===== src/pkg/clksel_defs.svh =====
// Constants of the clock source selector
// Contract
// Source code 111 runs the fast RC through the divide-by-N stage.
// Source code 110 runs the fast RC through a fixed divide-by-16.
// Source code 101 runs the low-power RC directly.
// Source code 011 with oscillator mode 10 runs the fast crystal via PLL.
// Source code 011 with oscillator mode 01 runs the medium crystal via PLL.
// Source code 011 with oscillator mode 00 runs the external clock via PLL.
// Source code 001 runs the fast RC through divide-by-N then the PLL.
// Source code 000 runs the undivided fast RC.
// The erased selection fields decode to the fast RC divide-by-N mode.
// Peripheral clock equals CPU clock except under doze of 1:2 or slower.
// In internal and external-clock modes the aux pin follows its cfg bit.
// Source code 010 runs the primary oscillator without PLL.
`ifndef CLKSEL_DEFS_SVH
`define CLKSEL_DEFS_SVH

`define CLKSEL_ADDR_CFG 4'h0
`define CLKSEL_ADDR_DOZE 4'h1
`define CLKSEL_ADDR_STAT 4'h2

`define CLKSEL_SRC_LSB 0
`define CLKSEL_PMODE_LSB 3
`define CLKSEL_PINCFG_BIT 5
`define CLKSEL_DOZE_EN_BIT 0
`define CLKSEL_DOZE_RATIO_LSB 1
`define CLKSEL_DIVN_LSB 4
`define CLKSEL_STAT_PLL_BIT 10
`define CLKSEL_STAT_PIN_BIT 11

// Erased configuration: every cfg bit reads as one, every doze bit as zero
`define CLKSEL_CFG_RESET 6'h3f
`define CLKSEL_DOZE_RESET 7'h00

`define CLKSEL_SRC_FRC_DIVN 3'h7
`define CLKSEL_SRC_FRC_DIV16 3'h6
`define CLKSEL_SRC_LOW_POWER_RC_MODE 3'h5
`define CLKSEL_SRC_POSC_PLL 3'h3
`define CLKSEL_SRC_POSC 3'h2
`define CLKSEL_SRC_FRC_PLL 3'h1
`define CLKSEL_SRC_FRC 3'h0

`define CLKSEL_PMODE_HS 2'h2
`define CLKSEL_PMODE_XT 2'h1
`define CLKSEL_PMODE_EC 2'h0

`define CLKSEL_DIV16_LOG2 4'h4

`endif


===== src/pkg/clksel_pkg.sv =====
// Types of the clock source selector
`default_nettype none
package clksel_pkg;

    typedef struct packed {
        logic clockout_pin_cfg;
        logic [1:0] primary_osc_mode;
        logic [2:0] new_source_code;
    } clksel_cfg_t;

    typedef struct packed {
        logic [2:0] frc_div_log2;
        logic [2:0] doze_ratio;
        logic doze_en;
    } clksel_doze_t;

    typedef enum logic [9:0] {
        fast_rc_div_n_mode = 10'b00_0000_0001,
        fast_rc_div_sixteen_mode = 10'b00_0000_0010,
        low_power_rc_mode = 10'b00_0000_0100,
        high_speed_crystal_pll_mode = 10'b00_0000_1000,
        medium_crystal_pll_mode = 10'b00_0001_0000,
        ext_clock_pll_mode = 10'b00_0010_0000,
        high_speed_crystal = 10'b00_0100_0000,
        medium_crystal = 10'b00_1000_0000,
        clock_input_mode = 10'b01_0000_0000,
        fast_rc_pll_mode = 10'b10_0000_0000,
        fast_rc_mode = 10'b00_0000_0000
    } clksel_mode_t;

endpackage
`default_nettype wire


===== src/design/clksel_top.sv =====
// Clock source selector with doze and aux pin control
//
// Decided for this implementation: the address map and the strobed register port.
`include "clksel_defs.svh"
`default_nettype none
module clksel_top
    import clksel_pkg::*;
(
    input wire logic sys_clk,
    input wire logic rst_b,
    input wire logic ce,
    input wire logic [3:0] addr,
    input wire logic [15:0] wdata,
    input wire logic wr_stb,
    input wire logic rd_stb,
    output logic [15:0] rdata,
    input wire logic frc_tick,
    input wire logic low_power_rc_mode_tick,
    input wire logic posc_tick,
    input wire logic pll_out_tick,
    input wire logic aux_crystal_pin_in,
    output logic pll_ref_tick,
    output logic pll_en,
    output logic posc_en,
    output logic [1:0] posc_kind,
    output logic cpu_clock,
    output logic peripheral_clock,
    output logic aux_crystal_pin_out,
    output logic aux_crystal_pin_oe
);
    clksel_cfg_t cfg_reg;
    clksel_doze_t doze_reg;
    clksel_mode_t mode_reg;
    clksel_mode_t mode_next;
    logic [15:0] rdata_reg;
    logic pll_ref_reg;
    logic pll_en_reg;
    logic posc_en_reg;
    logic [1:0] posc_kind_reg;
    logic cpu_reg;
    logic periph_reg;
    logic pin_out_reg;
    logic pin_oe_reg;
    logic pin_in_reg;
    logic divn_tick;
    logic div16_tick;
    logic doze_tick;
    logic src_tick;
    logic ref_tick;
    logic doze_on;

    // Maps the selection fields onto one operating mode
    function automatic clksel_mode_t decode_mode(input clksel_cfg_t c);
        clksel_mode_t m;
        m = fast_rc_mode;
        case (c.new_source_code)
            // fast RC divide-by-N
            `CLKSEL_SRC_FRC_DIVN: m = fast_rc_div_n_mode;
            // fast RC divide-by-16
            `CLKSEL_SRC_FRC_DIV16: m = fast_rc_div_sixteen_mode;
            // low-power RC
            `CLKSEL_SRC_LOW_POWER_RC_MODE: m = low_power_rc_mode;
            `CLKSEL_SRC_POSC_PLL: begin
                case (c.primary_osc_mode)
                    // fast crystal with PLL
                    `CLKSEL_PMODE_HS: m = high_speed_crystal_pll_mode;
                    // medium crystal with PLL
                    `CLKSEL_PMODE_XT: m = medium_crystal_pll_mode;
                    // external clock with PLL
                    `CLKSEL_PMODE_EC: m = ext_clock_pll_mode;
                    default: m = fast_rc_mode;
                endcase
            end
            `CLKSEL_SRC_POSC: begin
                // primary without PLL
                case (c.primary_osc_mode)
                    `CLKSEL_PMODE_HS: m = high_speed_crystal;
                    `CLKSEL_PMODE_XT: m = medium_crystal;
                    `CLKSEL_PMODE_EC: m = clock_input_mode;
                    default: m = fast_rc_mode;
                endcase
            end
            // fast RC divide-by-N into PLL
            `CLKSEL_SRC_FRC_PLL: m = fast_rc_pll_mode;
            // undivided fast RC
            `CLKSEL_SRC_FRC: m = fast_rc_mode;
            // Reserved code: fall back to a clock that always runs
            default: m = fast_rc_mode;
        endcase
        return m;
    endfunction

    // Crystal modes own both oscillator pins
    function automatic logic is_crystal(input clksel_mode_t m);
        return m == high_speed_crystal_pll_mode
            || m == medium_crystal_pll_mode
            || m == high_speed_crystal
            || m == medium_crystal;
    endfunction

    // Post-scaler shared by divide-by-N and the PLL reference path
    clksel_div u_divn (
        .sys_clk(sys_clk),
        .rst_b(rst_b),
        .ce(ce),
        .in_tick(frc_tick),
        .div_log2({1'b0, doze_reg.frc_div_log2}),
        .out_tick(divn_tick)
    );

    // fixed divide by sixteen
    clksel_div u_div16 (
        .sys_clk(sys_clk),
        .rst_b(rst_b),
        .ce(ce),
        .in_tick(frc_tick),
        .div_log2(`CLKSEL_DIV16_LOG2),
        .out_tick(div16_tick)
    );

    // Doze ratio 1:2^n applied to the CPU only
    clksel_div u_doze (
        .sys_clk(sys_clk),
        .rst_b(rst_b),
        .ce(ce),
        .in_tick(src_tick),
        .div_log2({1'b0, doze_reg.doze_ratio}),
        .out_tick(doze_tick)
    );

    assign mode_next = decode_mode(cfg_reg);

    // Source and PLL reference follow the current mode
    always_comb begin
        src_tick = 1'b0;
        ref_tick = 1'b0;
        case (mode_reg)
            fast_rc_div_n_mode: src_tick = divn_tick;
            fast_rc_div_sixteen_mode: src_tick = div16_tick;
            low_power_rc_mode: src_tick = low_power_rc_mode_tick;
            high_speed_crystal_pll_mode,
            medium_crystal_pll_mode,
            ext_clock_pll_mode: begin
                src_tick = pll_out_tick;
                ref_tick = posc_tick;
            end
            high_speed_crystal,
            medium_crystal,
            clock_input_mode: src_tick = posc_tick;
            fast_rc_pll_mode: begin
                src_tick = pll_out_tick;
                ref_tick = divn_tick;
            end
            fast_rc_mode: src_tick = frc_tick;
            default: src_tick = frc_tick;
        endcase
    end

    // doze only matters at 1:2 or slower
    assign doze_on = doze_reg.doze_en && (doze_reg.doze_ratio != 3'h0);

    // erased fields select divide-by-N
    always_ff @(posedge sys_clk or negedge rst_b) begin
        if (!rst_b) begin
            cfg_reg <= `CLKSEL_CFG_RESET;
        end else if (ce && wr_stb && addr == `CLKSEL_ADDR_CFG) begin
            cfg_reg.new_source_code <= wdata[`CLKSEL_SRC_LSB +: 3];
            cfg_reg.primary_osc_mode <= wdata[`CLKSEL_PMODE_LSB +: 2];
            cfg_reg.clockout_pin_cfg <= wdata[`CLKSEL_PINCFG_BIT];
        end
    end

    always_ff @(posedge sys_clk or negedge rst_b) begin
        if (!rst_b) begin
            doze_reg <= `CLKSEL_DOZE_RESET;
        end else if (ce && wr_stb && addr == `CLKSEL_ADDR_DOZE) begin
            doze_reg.doze_en <= wdata[`CLKSEL_DOZE_EN_BIT];
            doze_reg.doze_ratio <= wdata[`CLKSEL_DOZE_RATIO_LSB +: 3];
            doze_reg.frc_div_log2 <= wdata[`CLKSEL_DIVN_LSB +: 3];
        end
    end

    // reset mode matches the erased decode
    always_ff @(posedge sys_clk or negedge rst_b) begin
        if (!rst_b) begin
            mode_reg <= fast_rc_div_n_mode;
        end else if (ce) begin
            mode_reg <= mode_next;
        end
    end

    // Oscillator and PLL enables
    always_ff @(posedge sys_clk or negedge rst_b) begin
        if (!rst_b) begin
            pll_en_reg <= 1'b0;
            posc_en_reg <= 1'b0;
            posc_kind_reg <= `CLKSEL_PMODE_EC;
            pll_ref_reg <= 1'b0;
        end else if (ce) begin
            // PLL modes enable the PLL
            pll_en_reg <= mode_reg == high_speed_crystal_pll_mode
                || mode_reg == medium_crystal_pll_mode
                || mode_reg == ext_clock_pll_mode
                || mode_reg == fast_rc_pll_mode;
            // primary oscillator in use
            posc_en_reg <= mode_reg == high_speed_crystal_pll_mode
                || mode_reg == medium_crystal_pll_mode
                || mode_reg == ext_clock_pll_mode
                || mode_reg == high_speed_crystal
                || mode_reg == medium_crystal
                || mode_reg == clock_input_mode;
            posc_kind_reg <= cfg_reg.primary_osc_mode;
            // reference into the PLL
            pll_ref_reg <= ref_tick;
        end
    end

    // peripherals keep the full rate
    always_ff @(posedge sys_clk or negedge rst_b) begin
        if (!rst_b) begin
            periph_reg <= 1'b0;
            cpu_reg <= 1'b0;
        end else if (ce) begin
            periph_reg <= src_tick;
            cpu_reg <= doze_on ? doze_tick : src_tick;
        end
    end

    // aux pin: crystal, clock out or released
    always_ff @(posedge sys_clk or negedge rst_b) begin
        if (!rst_b) begin
            pin_oe_reg <= 1'b0;
            pin_out_reg <= 1'b0;
            pin_in_reg <= 1'b0;
        end else if (ce) begin
            pin_in_reg <= aux_crystal_pin_in;
            if (is_crystal(mode_reg) || cfg_reg.clockout_pin_cfg) begin
                pin_oe_reg <= 1'b0;
                pin_out_reg <= 1'b0;
            end else begin
                pin_oe_reg <= 1'b1;
                // Toggle keeps the pin at half the CPU tick rate
                if (cpu_reg) begin
                    pin_out_reg <= !pin_out_reg;
                end
            end
        end
    end

    // Read data valid in the cycle after the strobe only
    always_ff @(posedge sys_clk or negedge rst_b) begin
        if (!rst_b) begin
            rdata_reg <= 16'h0000;
        end else if (ce) begin
            rdata_reg <= 16'h0000;
            if (rd_stb) begin
                case (addr)
                    `CLKSEL_ADDR_CFG: rdata_reg <= {10'h000, cfg_reg};
                    `CLKSEL_ADDR_DOZE: rdata_reg <= {9'h000, doze_reg};
                    `CLKSEL_ADDR_STAT: begin
                        rdata_reg <= {4'h0, pin_in_reg, pll_en_reg,
                            mode_reg};
                    end
                    default: rdata_reg <= 16'h0000;
                endcase
            end
        end
    end

    assign rdata = rdata_reg;
    assign pll_ref_tick = pll_ref_reg;
    assign pll_en = pll_en_reg;
    assign posc_en = posc_en_reg;
    assign posc_kind = posc_kind_reg;
    assign cpu_clock = cpu_reg;
    assign peripheral_clock = periph_reg;
    assign aux_crystal_pin_out = pin_out_reg;
    assign aux_crystal_pin_oe = pin_oe_reg;
endmodule
`default_nettype wire


===== src/design/clksel_div.sv =====
// Power-of-two tick divider
`default_nettype none
module clksel_div (
    input wire logic sys_clk,
    input wire logic rst_b,
    input wire logic ce,
    input wire logic in_tick,
    input wire logic [3:0] div_log2,
    output logic out_tick
);
    logic [15:0] cnt_reg;
    logic [15:0] mask;

    assign mask = (16'h0001 << div_log2) - 16'h0001;
    // Pulse on the last input tick of each group
    assign out_tick = in_tick && ((cnt_reg & mask) == mask);

    always_ff @(posedge sys_clk or negedge rst_b) begin
        if (!rst_b) begin
            cnt_reg <= 16'h0000;
        end else if (ce && in_tick) begin
            cnt_reg <= (cnt_reg & mask) == mask ? 16'h0000
                : cnt_reg + 16'h0001;
        end
    end
endmodule
`default_nettype wire


===== config.mk =====
export PLATFORM = sky130hd
export DESIGN_NAME = clksel_top
export DESIGN_NICKNAME = d
export VERILOG_FILES = /design/src/pkg/clksel_pkg.sv /design/src/design/clksel_top.sv /design/src/design/clksel_div.sv
export VERILOG_INCLUDE_DIRS = /design/src /design/src/pkg
export SDC_FILE = /design/constraint.sdc
export NUM_CORES = 1
export LEC_CHECK = 0
export ABC_AREA = 1
export BUFFER_PORTS_ARGS = -buffer_cell sky130_fd_sc_hd__buf_4
export CELL_PAD_IN_SITES_DETAIL_PLACEMENT = 2
export CELL_PAD_IN_SITES_GLOBAL_PLACEMENT = 2
export CORE_ASPECT_RATIO = 1.75
export CORE_UTILIZATION = 36
export CTS_CLUSTER_SIZE = 14
export DETAILED_ROUTE_END_ITERATION = 8
export MAX_ROUTING_LAYER = met4
export PLACE_DENSITY = 0.94
export SYNTH_ARGS = -nofsm -noshare
export SYNTH_HDL_FRONTEND = slang
export SYNTH_SLANG_ARGS = --single-unit
export TNS_END_PERCENT = 100

===== constraint.sdc =====
create_clock -name sys_clk -period 6.4 [get_ports sys_clk]
set_input_delay 0.32 -clock sys_clk [delete_from_list [all_inputs] [get_ports sys_clk]]
set_output_delay 0.32 -clock sys_clk [all_outputs]
set_load 0.05 [all_outputs]

Word level (Yosys, flattened, before mapping)
Cells that the tools add are included.
{ "totals": {"regBits": 97, "input_bits": 30} }
{ "classes": {"bitwise_logic": 2, "n_mux": 14, "n_shift": 2, "n_reduce_logical": 27, "n_eq_ne": 23, "add_sub_neg": 5} }
{ "ops": {"columns": ["cell", "n"], "rows": [
  ["10-bit case mux with 6 select lines", 1],
  ["16-bit by 1-bit adder with 16-bit output, second input constant", 3],
  ["16-bit 2-to-1 mux", 3],
  ["12-bit case mux with 3 select lines", 1],
  ["16-bit bitwise AND", 2],
  ["16-bit == test", 2],
  ["1-bit by 3-bit left shift with 16-bit output, first input constant", 2],
  ["16-bit by 1-bit subtractor with 16-bit output, second input constant", 2],
  ["9-bit case mux with 3 select lines", 1],
  ["6-bit case mux with 3 select lines", 1],
  ["12-bit 2-to-1 mux", 1],
  ["10-bit by 1-bit == test with 1-bit output, second input constant", 1],
  ["10-bit == test, second input constant", 1],
  ["10-bit by 2-bit == test with 1-bit output, second input constant", 1],
  ["10-bit by 3-bit == test with 1-bit output, second input constant", 1],
  ["10-bit by 4-bit == test with 1-bit output, second input constant", 1],
  ["10-bit by 5-bit == test with 1-bit output, second input constant", 1],
  ["10-bit by 6-bit == test with 1-bit output, second input constant", 1],
  ["10-bit by 7-bit == test with 1-bit output, second input constant", 1],
  ["10-bit by 8-bit == test with 1-bit output, second input constant", 1],
  ["10-bit by 9-bit == test with 1-bit output, second input constant", 1],
  ["3-bit == test, second input constant", 3],
  ["1-bit logical AND", 9],
  ["1-bit logical OR", 9],
  ["other kinds (18)", 23]
]} }

Longest topological paths before layout
{ "logic_depth": {"ltp_word": 8, "ltp_mapped": 16, "mapped_depth_nobuf": 15} }

Modules after synthesis
A second synthesis with hierarchy kept.
{ "hier_totals": {"hier_cells": 892, "area_unflattened_um2": 6427.4} }
{ "by_module_without_submodules": {"columns": ["module", "area_each_um2", "cells_each", "seq_area_each_um2", "n_inst"], "rows": [
  ["clksel_div at u_divn ...", 1402.6, 210, 375.4, 2],
  ["clksel_top", 2235.9, 261, 1134.8, 1],
  ["clksel_div at u_div16", 1386.3, 211, 375.4, 1]
]} }

Worst setup path after synthesis
Ideal clock, no wire load.
{ "synth_timing": {"path_kind": "register to register", "start": "reg doze_reg[5] (netlist name)", "end": "reg u_doze.cnt_reg[7]", "period_less_slack_ns": 2.064, "path_slack_ns": 4.336, "setup_time_ns": 0.117, "arrival_ns": 1.948, "path_stages_with_launch": 17, "cell_sequence": "dfrtp_1 -> nand2_1 -> nor2_1 -> inv_1 -> ha_1 -> nor2_1 -> a21oi_1 -> nand2_1 -> nor2_1 -> nand2_1 -> nor2_1 -> nand3_1 -> nand3_4 -> nand2_4 -> buf_6 -> nand2_1 -> nand2_1"} }
{ "synth_via": {"elab_chain_cells": 7} }
{ "synth_lines": {"columns": ["element", "line", "text"], "rows": [
  ["from (decl)", "clksel_top.sv:32", "clksel_doze_t doze_reg;"],
  ["from (signal assigned)", "clksel_top.sv:175", "doze_reg <= `CLKSEL_DOZE_RESET;"],
  ["1-bit by 3-bit left shift with 16-bit output *", "clksel_div.sv:14", "assign mask = (16'h0001 << div_log2) - 16'h0001;"],
  ["16-bit by 1-bit subtractor with 16-bit output *", "clksel_div.sv:14", null],
  ["16-bit bitwise AND", "clksel_div.sv:16", "assign out_tick = in_tick && ((cnt_reg & mask) == mask);"],
  ["16-bit == test *", "clksel_div.sv:16", null],
  ["1-bit logical AND *", "clksel_div.sv:16", null],
  ["1-bit case mux with 5 select lines *", "clksel_top.sv:137", "case (mode_reg)"],
  ["1-bit logical AND *", "clksel_div.sv:21", "end else if (ce && in_tick) begin"],
  ["to (signal assigned)", "clksel_div.sv:22", "cnt_reg <= (cnt_reg & mask) == mask ? 16'h0000"],
  ["to (decl)", "clksel_div.sv:11", "logic [15:0] cnt_reg;"]
]} }
Mark *: on every way between the ends. The rest lies on a longest branch, timed or not.
A chain may end at the register's enable or synchronous reset.

Final worst setup path
{ "layout_timing": {"start": "reg doze_reg[5] (netlist name)", "end": "reg pll_ref_reg (netlist: pll_ref_tick)"} }
{ "layout_via": {"elab_chain_cells": 6} }
{ "layout_lines": {"columns": ["element", "line", "text"], "rows": [
  ["1-bit by 3-bit left shift with 16-bit output *", "clksel_div.sv:14", null],
  ["16-bit by 1-bit subtractor with 16-bit output *", "clksel_div.sv:14", null],
  ["16-bit bitwise AND", "clksel_div.sv:16", null],
  ["16-bit == test *", "clksel_div.sv:16", null],
  ["1-bit logical AND *", "clksel_div.sv:16", null],
  ["1-bit case mux with 2 select lines *", "clksel_top.sv:137", null],
  ["to (signal assigned)", "clksel_top.sv:214", "pll_ref_reg <= ref_tick;"],
  ["to (decl)", "clksel_top.sv:36", "logic pll_ref_reg;"]
]} }
Marks and branches as above.

==> impl_metrics.py <==
metrics = {
    "placement": {
        "port_buffers": 41,
        "pre_cts_slack_ns": 3.175,
        "routabilityCongestion": 0.8963,
        "hpwl_mm": 12.64,
    },
    "clocking": {
        "clock_tree.htree_level_count": 3,
        "clock_tree.root_cell": "sky130_fd_sc_hd__clkbuf_16",
        "number_of_clock_sinks": 81,
        "cts.clk_slew.worst_paths_ns": 0.07,
        "tritoncts_buffers": 9,
        "post_cts_buffers": 0,
        "tritoncts_clock_tree": "yes",
        "clock_tree_buf_depth": 2,
        "clock_latency_reported_for_the_late_side_of_the_worst_skew_pair_ns": 0.35,
        "post_cts_hold_buffer_count": 0,
        "cts-resized-gates": 0,
    },
    "power_and_ir_drop": {
        "totalPowerFinal_mw": 1.795,
        "max-vdd-ir-drop_mv": 0.1692,
        "p_per_area_nw_per_um2": 335.2,
        "power.leakage_nw": 2.577,
    },
    "cells_and_area": {
        "area_growth_from_synthesis_to_layout_pct": 15.34,
        "most_frequent_standard_cell_in_the_layout_excluding_fill_and_tap_cells": "sky130_fd_sc_hd__nand2_1",
        "layout.cells.most_common_list": "160 x sky130_fd_sc_hd__nand2_1, 81 x sky130_fd_sc_hd__nor2_1, 74 x sky130_fd_sc_hd__dfrtp_1, 70 x sky130_fd_sc_hd__inv_1, 52 x sky130_fd_sc_hd__nand3_1",
        "layout.core_utilization": 0.4283,
        "antenna_cells": 0,
        "post_route_cells_drive_above_1_share": 0.1299,
        "fill_cells": 1469,
        "num-nets-final": 694,
    },
    "drt": {
        "vias": 4547,
        "drt_first_pass_iters": 4,
        "drc": 0,
        "detail_route.iter0.violations": 129,
        "route.detailed.vias_per_inst": 5.478,
        "postRouteAntennaNets": 0,
        "wire_per_inst_um": 21.53,
        "drt-total-wl_mm": 17.87,
    },
    "timing": {
        "fin_hold_ws_ns": 0.09657,
        "final-max-slew-violation-count": 0,
        "max-slew-margin-rel": 0.2608,
        "setup_violations": 0,
        "finalWorstPathRequiredPeriod_ns": 3.249,
        "fin_worst_skew_ns": 0.008910,
        "rsz0062_at_grt": "false",
        "maxClockFrequency_mhz": 307.8,
        "fin_crit_sh": 0.5076,
        "tns_ns": 0,
        "final.setup.worst_slack_ns": 3.151,
        "final_hold_viol_count": 0,
        "tightest_slew_ns": 1.109,
    },
    "synthesis": {
        "synthDominantCellAreaShare": 0.3989,
        "yosys_reg_bits": 81,
        "synth_cell_types": 40,
        "synth.area.top_cells": "sky130_fd_sc_hd__dfrtp_1 40%, sky130_fd_sc_hd__nand2_1 13%, sky130_fd_sc_hd__nor2_1 6.5%",
        "syn_inst": 618,
        "synth_enable_flop_cells": 0,
        "synth_sequential_area_ratio": 0.4385,
        "synth_async_sr_flop_share": 1.000,
        "synth.cell_area_um2": 4642,
        "yosysWarningCount": 0,
        "synth_largest_area_cell": "sky130_fd_sc_hd__dfrtp_1",
        "synth_area_per_cell_um2": 7.511,
        "dominantRegCellSynth": "sky130_fd_sc_hd__dfrtp_1",
    },
    "worst_setup_path": {
        "regToRegEndpoint": "pll_ref_tick",
        "timing.critical_path.slowest_cell_delay_ns": 0.62,
        "rr_startpoint": "doze_reg[5]",
        "critical_path_required_ns": 6.67,
        "critPathCapture": "pll_ref_tick",
        "crit_path_start_kind": "register",
        "crit_fanout": 11,
        "cp-end-kind": "register",
        "worst_path_most_repeated_cell": "sky130_fd_sc_hd__nor2_1",
        "setup.worst_path.start": "doze_reg[5]",
        "slowest_stage_cell_cp": "sky130_fd_sc_hd__nor2_1",
        "crit_type": "register to register",
        "worst-r2r-setup-slack_ns": 3.15,
        "cp_data_arrival_time_ns": 3.51,
        "worstRegToRegCells": 14,
        "crit_path_cell_trace": "nand2_1 > nor2_1 > inv_1 > ha_1 > nor2_1 > a21oi_1 > nand2_1 > nor2_1 > nand2_1 > nor2_1 > nand2_1 > nor2_1 > inv_1 > o21ai_0",
    },
    "worst_hold_path": {
        "hold_path_class": "primary input to asynchronous set/reset pin",
    },
    "global_route": {
        "global_route.overflow_total": 0,
        "largest_net_degree_at_the_start_of_global_routing": 82,
        "number_of_global_route_vias_before_repair": 5335,
        "grt_util_met2": 0.5581,
        "global_route.usage.met3": 0.03900,
        "globalRoute.busiestLayer": "met2",
        "track_usage": 0.2960,
        "global_route_wire_length_before_repair_mm": 28.84,
        "antenna_found_initial": 0,
        "grtUsageMet1": 0.2848,
    },
    "flow_run": {
        "max-cap-violations": 0,
    },
    "die": {
        "placementRows": 54,
        "floorplan.initialDensity": 0.3714,
        "design.portCount": 55,
        "die_ht_um": 152.2,
        "placeable_core_region_um2": 12500,
        "chip_width_um": 87.84,
        "floorplan.die_area_um2": 13370,
    },
    "outcome": {
        "status": "completed",
    },
}
==> power by group <==
| group | total [mW] | switching [mW] | internal (mW) |
|---|---|---|---|
| clock network | 0.508 | 0.241 | 0.267 |
| logic | 0.573 | 0.405 | 0.168 |
| registers | 0.714 | 0.110 | 0.604 |
| total | 1.79 | 0.756 | 1.04 |
==> cell usage after synthesis, types with 2 or more instances <==
master and count:
sky130_fd_sc_hd__xor2_1 19, sky130_fd_sc_hd__a31oi_1 3, sky130_fd_sc_hd__o211ai_1 4, sky130_fd_sc_hd__inv_1 70, sky130_fd_sc_hd__clkbuf_1 7, sky130_fd_sc_hd__nand3b_1 2, sky130_fd_sc_hd__dfstp_2 7, sky130_fd_sc_hd__xnor2_1 5
sky130_fd_sc_hd__nand3_1 52, sky130_fd_sc_hd__nor2_2 5, sky130_fd_sc_hd__o22ai_1 12, sky130_fd_sc_hd__nor4_1 2, sky130_fd_sc_hd__dfrtp_1 74, sky130_fd_sc_hd__nor3_1 6, sky130_fd_sc_hd__o21ai_0 31, sky130_fd_sc_hd__nand2_1 160
sky130_fd_sc_hd__nand2_2 2, sky130_fd_sc_hd__buf_4 7, sky130_fd_sc_hd__a21oi_1 17, sky130_fd_sc_hd__nor2_1 81, sky130_fd_sc_hd__ha_1 7, sky130_fd_sc_hd__nand4_1 14, sky130_fd_sc_hd__a32o_1 5, sky130_fd_sc_hd__inv_2 7
sky130_fd_sc_hd__or2_2 2, sky130_fd_sc_hd__o32ai_1 3
==> worst min-delay path by stage <==
stage / slack, ns / startpoint / depth (start not counted) / end
after detailed placement: 0.49 / rdata[7] / 1 / rdata[7]
final: 0.1 / rst_b / 1 / u_doze.cnt_reg[2]
after floorplan: 0.02 / rst_b / 0 / aux_crystal_pin_oe
after CTS: 0.18 / aux_crystal_pin_in / 3 / pin_in_reg
after global routing: 0.20 / aux_crystal_pin_in / 3 / pin_in_reg
after global placement: 0.46 / u_doze.cnt_reg[15] / 2 / u_doze.cnt_reg[15]
==> logic make-up after synthesis <==
logic type               count (synthesis)  synth area share
AND/OR/NAND/NOR                        333            0.3129
buffers and inverters                   94           0.08356
flip-flops                              81            0.4385
XOR/XNOR                                24           0.04528
other                                    1         0.0008078
AO/OA/AOI/OAI                           78            0.1000
adder cells (fa/ha/maj)                  7           0.01887
==> final cells by class <==
type                    count  area, um^2  share of cell area
flip-flops and latches     81        2036              0.3802
multi-input cells         446        2230              0.4165
clock inverters             7       52.55            0.009815
inverters                  78       292.8             0.05469
repair buffers             41       307.8             0.05749
well taps                 168       210.2             0.03926
clock buffers               9       225.2             0.04207
==> per-stage QoR <==
step,cell area (um^2),instances
6_report,5354,830
5_1_grt,5354,830
4_1_cts,5354,830
3_5_place_dp,5076,814
3_3_place_gp,5076,814
2_1_floorplan,4653,621
==> routing by layer <==
layer  up-vias  wire, um
met4         0       786
met2        94     10440
li1       2072         -
met3        55       384
met5         -         0
met1      2326      6254
==> worst max-delay path: cells and delay by family, from the launching register on <==
| kind | cells | cell delay (ns) |
|---|---|---|
| AO/OA/AOI/OAI | 2 | 0.34 |
| adder cells (fa/ha/maj) | 1 | 0.29 |
| buffers and inverters | 2 | 0.35 |
| flip-flops | 1 | 0.52 |
| AND/OR/NAND/NOR | 9 | 1.64 |
(Power assumes the default switching activity.)
